### src/inc/tlec_pkg.sv
// Purpose: Shared constants for the two-level event controller
// Assumes: One core clock; register indices are word indices
// Notes: Event priority falls with rising bit index
package tlec_pkg;
    localparam int EVT_W = 32;
    localparam int SRC_N = 32;
    localparam int GP_LO = 7;
    localparam int GP_HI = 15;
    localparam int LVL_W = 5;
    // Register indices on the access port
    localparam logic [2:0] IDX_CORE_LATCH = 3'h0;
    localparam logic [2:0] IDX_CORE_MASK = 3'h1;
    localparam logic [2:0] IDX_CORE_PEND = 3'h2;
    localparam logic [2:0] IDX_PERI_MASK = 3'h3;
    localparam logic [2:0] IDX_PERI_STAT = 3'h4;
    localparam logic [2:0] IDX_PERI_WAKE = 3'h5;
    // Reset values
    localparam logic [31:0] RST_CORE_LATCH = 32'h0000_0000;
    localparam logic [31:0] RST_CORE_MASK = 32'h0000_0000;
    localparam logic [31:0] RST_CORE_PEND = 32'h0000_0000;
    localparam logic [31:0] RST_PERI_MASK = 32'h0000_0000;
    localparam logic [31:0] RST_PERI_WAKE = 32'h0000_0000;
    // Levels implemented (bits above GP_HI read zero)
    localparam logic [31:0] IMPL_BITS = 32'h0000_ffff;
    // General-purpose bits, gated by the global enable
    localparam logic [31:0] GP_BITS = 32'h0000_ff80;
    // Level shared by the stream and watchdog/port sources
    localparam logic [LVL_W-1:0] SHARED_LVL = 5'h0d;
    localparam int SHARED_FIRST = 29;

    // Default routing of a peripheral source to a core level
    function automatic logic [LVL_W-1:0] tlec_default_level(input int src);
        logic [LVL_W-1:0] lvl;
        lvl = 5'(GP_LO + (src % 6));
        if (src >= SHARED_FIRST) begin
            lvl = SHARED_LVL;
        end
        return lvl;
    endfunction : tlec_default_level
endpackage : tlec_pkg

### src/inc/tlec_if.sv
// Purpose: Carrier between core stage and system stage
// Assumes: Same clock on both sides
// Notes: Access strobes are already privilege-checked
`timescale 1ns/100ps
`default_nettype none
interface tlec_if;
    logic [31:0] gp_level;   // Forwarded level per core event bit
    logic [31:0] pending;    // Core pending bits
    logic core_idle;         // Core idled
    logic wake_req;          // Wake request from system stage
    logic acc_wr;            // Permitted write strobe
    logic [2:0] acc_idx;     // Register index
    logic [31:0] acc_wdata;  // Write data
    logic [31:0] sys_rdata;  // Read data of system registers
    modport sys (output gp_level, output wake_req, output sys_rdata,
                 input pending, input core_idle, input acc_wr, input acc_idx, input acc_wdata);
    modport core (input gp_level, input wake_req, input sys_rdata,
                  output pending, output core_idle, output acc_wr, output acc_idx, output acc_wdata);
endinterface : tlec_if
`default_nettype wire

### src/core/tlec_sys_stage.sv
// Purpose: System stage: peripheral mask, status, wake, forwarding
// Assumes: Peripheral requests are levels on the core clock
// Notes: Drops a busy level for one cycle on acknowledge
`timescale 1ns/100ps
`default_nettype none
module tlec_sys_stage
    import tlec_pkg::*;
(
    input wire logic clock,               // Core clock
    input wire logic arst_n,              // Async reset, active low
    input wire logic [SRC_N-1:0] src_irq, // Peripheral requests
    tlec_if.sys bus                       // Link to core stage
);
    logic [31:0] pmask_reg;
    logic [31:0] wake_reg;
    logic [31:0] stat_reg;
    logic [31:0] pend_d_reg;
    logic [31:0] gap_reg;
    logic [31:0] level_reg;
    logic wake_out_reg;
    logic [31:0] routed;
    logic [31:0] ack;

    // Peripheral mask and wake enable writes
    always_ff @(posedge clock or negedge arst_n) begin
        if (!arst_n) begin
            pmask_reg <= RST_PERI_MASK;
            wake_reg <= RST_PERI_WAKE;
        end else if (bus.acc_wr) begin
            if (bus.acc_idx == IDX_PERI_MASK) begin
                pmask_reg <= bus.acc_wdata;
            end
            if (bus.acc_idx == IDX_PERI_WAKE) begin
                wake_reg <= bus.acc_wdata;
            end
        end
    end

    // Status follows the raw requests
    always_ff @(posedge clock or negedge arst_n) begin
        if (!arst_n) begin
            stat_reg <= 32'h0000_0000;
        end else begin
            stat_reg <= src_irq;
        end
    end

    // OR of unmasked sources onto each level
    always_comb begin
        routed = 32'h0000_0000;
        for (int s = 0; s < SRC_N; s++) begin
            if (src_irq[s] && pmask_reg[s]) begin
                routed[tlec_default_level(s)] = 1'b1;
            end
        end
    end

    // Pending rising edge is the acknowledge
    assign ack = bus.pending & ~pend_d_reg;

    // Forwarded levels with a one-cycle gap after acknowledge
    always_ff @(posedge clock or negedge arst_n) begin
        if (!arst_n) begin
            pend_d_reg <= 32'h0000_0000;
            gap_reg <= 32'h0000_0000;
            level_reg <= 32'h0000_0000;
        end else begin
            pend_d_reg <= bus.pending;
            gap_reg <= ack;
            level_reg <= routed & ~gap_reg;
        end
    end

    // Wake request while core is idle
    always_ff @(posedge clock or negedge arst_n) begin
        if (!arst_n) begin
            wake_out_reg <= 1'b0;
        end else begin
            wake_out_reg <= bus.core_idle && |(src_irq & wake_reg);
        end
    end

    assign bus.gp_level = level_reg;
    assign bus.wake_req = wake_out_reg;

    // Read data of own registers
    always_comb begin
        case (bus.acc_idx)
            IDX_PERI_MASK: bus.sys_rdata = pmask_reg;
            IDX_PERI_STAT: bus.sys_rdata = stat_reg;
            IDX_PERI_WAKE: bus.sys_rdata = wake_reg;
            default: bus.sys_rdata = 32'h0000_0000;
        endcase
    end
endmodule : tlec_sys_stage
`default_nettype wire

### src/core/tlec_top.sv
// Purpose: Two-level event controller, core stage and access port
// Assumes: Core accept/return pulses come from the pipeline
// Notes: Lower bit index means higher priority
// Functional notes
// - Latch, mask, pending: three 32-bit registers
// - Latch set on capture, cleared on accept
// - Latch writes only where mask bit clear
// - Mask bit gates servicing of latched event
// - Mask accessible only in supervisor mode
// - Global enable/disable instructions gate GP events
// - Pending records every active or nested event
// - Pending hardware-only, supervisor read, writes ignored
// - Peripheral mask, status, wake: 32-bit each
// - Peripheral mask bit forwards or blocks source
// - Status bit shows source asserting now
// - Wake-enabled source wakes idle core
// - Shared level tolerates overlapping pulses
// - Pending rise acts as acknowledge
// - Rising edge detection takes two cycles
// - Pending sets, latch clears, next edge queued
// - Pending no sooner than three cycles
// - Sources 29, 30, 31 share level thirteen
// - All registers supervisor-only, refused to peripherals
`timescale 1ns/100ps
`default_nettype none
module tlec_top
    import tlec_pkg::*;
(
    input wire logic clock,                 // Core clock, 25 MHz
    input wire logic arst_n,                // Async reset, active low
    input wire logic [SRC_N-1:0] src_irq,   // Peripheral requests
    input wire logic [GP_LO-1:0] sys_evt,   // Core-internal events 0..6
    input wire logic core_idle,             // Core is idled
    input wire logic gie_set,               // Global enable instruction
    input wire logic gie_clr,               // Global disable instruction
    input wire logic core_accept,           // Pipeline takes offered event
    input wire logic core_return,           // Return from innermost event
    input wire logic acc_req,               // Register access request
    input wire logic acc_wr,                // 1 write, 0 read
    input wire logic [2:0] acc_idx,         // Register index
    input wire logic [31:0] acc_wdata,      // Write data
    input wire logic acc_super,             // Requester in supervisor mode
    input wire logic acc_periph,            // Requester is a peripheral
    output logic acc_ack,                   // Access done, one cycle
    output logic acc_err,                   // Access refused
    output logic [31:0] acc_rdata,          // Read data
    output logic evt_offer,                 // Event offered to pipeline
    output logic [LVL_W-1:0] evt_idx,       // Offered event number
    output logic [31:0] evt_pending,        // Pending bits
    output logic wake_req                   // Wake request to core
);
    import tlec_pkg::*;

    tlec_if link ();

    logic [31:0] latch_reg;
    logic [31:0] mask_reg;
    logic [31:0] pend_reg;
    logic gie_reg;
    logic [31:0] s1_reg;
    logic [31:0] s2_reg;
    logic offer_reg;
    logic [LVL_W-1:0] idx_reg;
    logic ack_reg;
    logic err_reg;
    logic [31:0] rdata_reg;
    logic wake_reg;
    logic [31:0] raw_evt;
    logic [31:0] edge_evt;
    logic [31:0] enabled;
    logic [31:0] cand;
    logic allowed;
    logic mapped;
    logic wr_ok;
    logic take;
    logic [31:0] take_bit;
    logic [31:0] ret_bit;

    // Lowest set bit as a one-hot vector
    function automatic logic [31:0] tlec_lowest(input logic [31:0] v);
        logic [31:0] r;
        r = v & (~v + 32'h0000_0001);
        return r;
    endfunction : tlec_lowest

    // Index of lowest set bit
    function automatic logic [LVL_W-1:0] tlec_index(input logic [31:0] v);
        logic [LVL_W-1:0] r;
        r = '0;
        for (int i = 31; i >= 0; i--) begin
            if (v[i]) begin
                r = LVL_W'(i);
            end
        end
        return r;
    endfunction : tlec_index

    // System stage
    tlec_sys_stage u_sys (
        .clock(clock),
        .arst_n(arst_n),
        .src_irq(src_irq),
        .bus(link.sys)
    );

    // Access checks
    assign mapped = (acc_idx <= IDX_PERI_WAKE);
    assign allowed = acc_super && !acc_periph && mapped;
    assign wr_ok = acc_req && acc_wr && allowed;

    assign link.pending = pend_reg;
    assign link.core_idle = core_idle;
    assign link.acc_wr = wr_ok;
    assign link.acc_idx = acc_idx;
    assign link.acc_wdata = acc_wdata;

    // Raw core event inputs
    assign raw_evt = {16'h0000, link.gp_level[GP_HI:GP_LO], sys_evt};

    // Two-stage rising edge detector
    always_ff @(posedge clock or negedge arst_n) begin
        if (!arst_n) begin
            s1_reg <= 32'h0000_0000;
            s2_reg <= 32'h0000_0000;
        end else begin
            s1_reg <= raw_evt;
            s2_reg <= s1_reg;
        end
    end
    assign edge_evt = s1_reg & ~s2_reg & IMPL_BITS;

    // Global enable for general-purpose events
    always_ff @(posedge clock or negedge arst_n) begin
        if (!arst_n) begin
            gie_reg <= 1'b0;
        end else if (gie_clr) begin
            gie_reg <= 1'b0;
        end else if (gie_set) begin
            gie_reg <= 1'b1;
        end
    end

    // Candidates: latched, unmasked, enabled, above current nesting
    assign enabled = latch_reg & mask_reg & (gie_reg ? 32'hffff_ffff : ~GP_BITS);
    assign cand = enabled & ((tlec_lowest(pend_reg) - 32'h0000_0001) | (pend_reg == 32'h0 ? 32'hffff_ffff : 32'h0));
    assign take = offer_reg && core_accept && cand[idx_reg];
    assign take_bit = take ? (32'h0000_0001 << idx_reg) : 32'h0000_0000;
    assign ret_bit = core_return ? tlec_lowest(pend_reg) : 32'h0000_0000;

    // Offer to the pipeline, one cycle behind the latch
    always_ff @(posedge clock or negedge arst_n) begin
        if (!arst_n) begin
            offer_reg <= 1'b0;
            idx_reg <= '0;
        end else begin
            offer_reg <= |cand && !take;
            idx_reg <= tlec_index(cand);
        end
    end

    // Latch: edges set, accept clears, masked bits writable
    always_ff @(posedge clock or negedge arst_n) begin
        if (!arst_n) begin
            latch_reg <= RST_CORE_LATCH;
        end else begin
            if (wr_ok && acc_idx == IDX_CORE_LATCH) begin
                latch_reg <= (((latch_reg & mask_reg) | (acc_wdata & ~mask_reg)) & ~take_bit
                              | edge_evt) & IMPL_BITS;
            end else begin
                latch_reg <= (latch_reg & ~take_bit) | edge_evt;
            end
        end
    end

    // Mask register
    always_ff @(posedge clock or negedge arst_n) begin
        if (!arst_n) begin
            mask_reg <= RST_CORE_MASK;
        end else if (wr_ok && acc_idx == IDX_CORE_MASK) begin
            mask_reg <= acc_wdata & IMPL_BITS;
        end
    end

    // Pending: set on accept, innermost cleared on return
    always_ff @(posedge clock or negedge arst_n) begin
        if (!arst_n) begin
            pend_reg <= RST_CORE_PEND;
        end else begin
            pend_reg <= (pend_reg & ~ret_bit) | take_bit;
        end
    end

    // Access answer one cycle after request
    always_ff @(posedge clock or negedge arst_n) begin
        if (!arst_n) begin
            ack_reg <= 1'b0;
            err_reg <= 1'b0;
            rdata_reg <= 32'h0000_0000;
        end else begin
            ack_reg <= acc_req;
            err_reg <= acc_req && !allowed;
            if (acc_req && !acc_wr && allowed) begin
                case (acc_idx)
                    IDX_CORE_LATCH: rdata_reg <= latch_reg;
                    IDX_CORE_MASK: rdata_reg <= mask_reg;
                    IDX_CORE_PEND: rdata_reg <= pend_reg;
                    default: rdata_reg <= link.sys_rdata;
                endcase
            end else if (acc_req) begin
                rdata_reg <= 32'h0000_0000;
            end
        end
    end

    // Wake request retimed for the port
    always_ff @(posedge clock or negedge arst_n) begin
        if (!arst_n) begin
            wake_reg <= 1'b0;
        end else begin
            wake_reg <= link.wake_req;
        end
    end

    assign acc_ack = ack_reg;
    assign acc_err = err_reg;
    assign acc_rdata = rdata_reg;
    assign evt_offer = offer_reg;
    assign evt_idx = idx_reg;
    assign evt_pending = pend_reg;
    assign wake_req = wake_reg;
endmodule : tlec_top
`default_nettype wire

### config.mk
export PLATFORM = sky130hd
export DESIGN_NAME = tlec_top
export DESIGN_NICKNAME = d
export VERILOG_FILES = /design/src/inc/tlec_pkg.sv /design/src/inc/tlec_if.sv /design/src/core/tlec_sys_stage.sv /design/src/core/tlec_top.sv
export SDC_FILE = /design/constraint.sdc
export NUM_CORES = 1
export LEC_CHECK = 0
export ABC_AREA = 1
export ABC_CLOCK_PERIOD_IN_PS = 1800
export BUFFER_PORTS_ARGS = -buffer_cell sky130_fd_sc_hd__buf_2
export CAP_MARGIN = 10
export CORE_MARGIN = 1
export CORE_UTILIZATION = 49
export DETAILED_ROUTE_END_ITERATION = 6
export PLACE_DENSITY = 0.72
export SYNTH_ARGS = -nofsm -noshare
export SYNTH_HDL_FRONTEND = slang
export SYNTH_HIERARCHICAL = 1
export SYNTH_SLANG_ARGS = --single-unit
### constraint.sdc
create_clock -name clock -period 1.8 [get_ports clock]
set_input_delay 0.18 -clock clock [delete_from_list [all_inputs] [get_ports clock]]
set_output_delay 0.18 -clock clock [all_outputs]
set_load 0.03 [all_outputs]
==> results_dict.tcl <==
set metrics [dict create \
    outcome "complete, but fails checks" \
    violations "setup timing" \
    end_kind "flop" \
    grtUsageMet1 0.422 \
    rsz0062_at_grt "yes" \
    maxSlewHeadroom 0.491 \
    cts_max_level 1 \
    grt_max_degree 57 \
    worst_slack_ns -0.320 \
    grt_pass1_vias 10500 \
    final_common_cell "nand2_1" \
    hp-class "input port to flop" \
    grt_busiest_layer "met2" \
    insertion_delay_ns 0.54 \
    clock-sinks 255 \
    wl_per_cell_um 18.9 \
    setup_viol 47 \
    fmax_mhz 472 \
    crit_chain "nor2_4 -> nand2_4 -> nor2_8 -> buf_4 -> buf_6 -> inv_2 -> nor3_4 -> and3_4 -> nand3_2 -> inv_2 -> and3_4 -> nand2_1 -> nor2_2 -> a31oi_1" \
    drt.antenna.violating_nets 0 \
    critPathCapture "evt_pending[31]$_DFF_PN0_" \
    nets 1723 \
    syn-cell-area_mm2 0.0112 \
    syn_inst 1272 \
    crit_family "simple AND/OR/NAND/NOR gates" \
    num_vias 10500 \
    critPathKind "flop to flop" \
    drive_above_1_share 0.279 \
    cpPeakStageDelay_ns 0.42 \
    startpoint "evt_pending[0]$_DFF_PN0_" \
    n_antenna_cell 0 \
    rr_worst_depth 14 \
    powerDensity_mw_per_mm2 1210 \
    grt-ovfl-total 0 \
    grtUsageTotal 0.317 \
    syn_area_per_cell_um2 8.83 \
    initial_core_util 0.497 \
    root_buffer "clkbuf_16" \
    use_met3 0.0434 \
    core_area_mm2 0.0226 \
    crit_slowest_cell "dfrtp_2" \
    cp.arrival_ns 2.53 \
    critPathLaunchType "flop" \
    cp.depth 14 \
    grt_pass1_wl_um 57100 \
    numCtsBuffers 26 \
    holdCritStartpoint "acc_periph" \
    slew_violations 0 \
    hold_viol 0 \
    clk_pin_slew_ns 0.06 \
    fillers 1717 \
    die_height_um 153 \
    row_count 55 \
    finalCritPeriodShare 1.18 \
    ys_warn_count 6 \
    cts_tree "built" \
    final_cell_mix "356 x nand2_1, 247 x dfrtp_1, 155 x buf_2, 142 x inv_1, 122 x buf_4" \
    area_growth_pct 37.1 \
    vias_per_cell 5.42 \
    drc 0 \
    drt_iter0_markers 764 \
    die_area_mm2 0.0235 \
    regToRegSetupSlack_ns -0.32 \
    met2_usage 0.515 \
    wl_um 36700 \
    fin_hold_ws_ns 0.00763 \
    final_util 0.682 \
    leakagePower_uw 0.00788 \
    cp_max_fo 6 \
    worst_pin_slew_ns 0.762 \
    vdd_ir_drop_max_uv 997 \
    grt_antenna_before_repair 0 \
    r2r_start "evt_pending[0]$_DFF_PN0_" \
    finalClockSkew_ns 0.0120 \
    clockBufferDepth 3 \
    cap_violations 0 \
    gp_congestion 0.924 \
    boundaryPins 158 \
    port_buffers 156 \
    r2r_end "evt_pending[31]$_DFF_PN0_" \
    crit_buf_inv 4 \
    drtPass1Iterations 5 \
    die_x_um 153 \
    required_ns 2.22 \
    post-route-min-period_ns 2.12 \
    hpwl_um 26100 \
]
==> routing by layer <==
layer / part of all wire / vias to the layer above / wire (um)
met5: 0 / - / 0
met4: 0.048 / 0 / 1760
met3: 0.064 / 107 / 2340
met2: 0.48 / 433 / 17400
met1: 0.41 / 5130 / 15200
li1: - / 4857 / -
==> final cells by class <==
cell class / count / area [um^2] / share of cell area
Multi-Input combinational cell: 825 / 4270 / 0.278
Inverter: 150 / 563 / 0.0366
Timing Repair Buffer: 380 / 2920 / 0.190
Clock buffer: 37 / 753 / 0.0489
Sequential cell: 255 / 6390 / 0.415
Clock inverter: 10 / 138 / 0.00894
Tap cell: 285 / 357 / 0.0232
==> stage by stage <==
step / cells / setup TNS (ns) / area [um^2] / power, uW / worst slack [ns]
final: 1942 / -9.93 / 15400 / 18600 / -0.320
after floorplan: 1273 / -5.05 / 11300 / 9490 / -0.227
after global placement: 1803 / -9.20 / 13300 / 11600 / -0.333
after detailed placement: 1803 / -11.65 / 13300 / 11700 / -0.432
after CTS: 1935 / -9.26 / 15200 / 18200 / -0.298
after global routing: 1942 / -16.36 / 15400 / 19400 / -0.448
==> what timing repair did <==
action,in CTS,in global routing
gates cloned,1,0
buffers inserted,12,9
endpoints found under the hold margin,253,0
pin swaps,27,17
gates resized for setup,42,29
endpoints found under the setup margin,45,49
hold buffers,76,0
==> tightest hold or removal path: stages <==
cell    delay (ns)
buf_2         0.08
nor2_1        0.05
buf_4         0.12
nor2_1        0.07
==> report_power, final <==
group / switching (uW) / leakage (uW) / internal [uW]
Combinational: 3550 / 0.00423 / 2700
Clock: 2270 / 0.000432 / 3350
Sequential: 404 / 0.00321 / 6330
Total: 6220 / 0.00788 / 12400
==> worst min path at each step <==
stage | end | slack [ns] | depth (start not counted)
3_5_place_dp | acc_err$_DFF_PN0_ | 0.16 | 1
5_1_grt | acc_err$_DFF_PN0_ | 0.04 | 4
4_1_cts | acc_err$_DFF_PN0_ | 0.003 | 4
6_report | acc_err$_DFF_PN0_ | 0.008 | 4
3_3_place_gp | acc_rdata[3]$_DFFE_PN0P_ | 0.15 | 1
2_1_floorplan | acc_ack$_DFF_PN0_ | -0.12 | 0
Power figures use the tool's default switching activity.
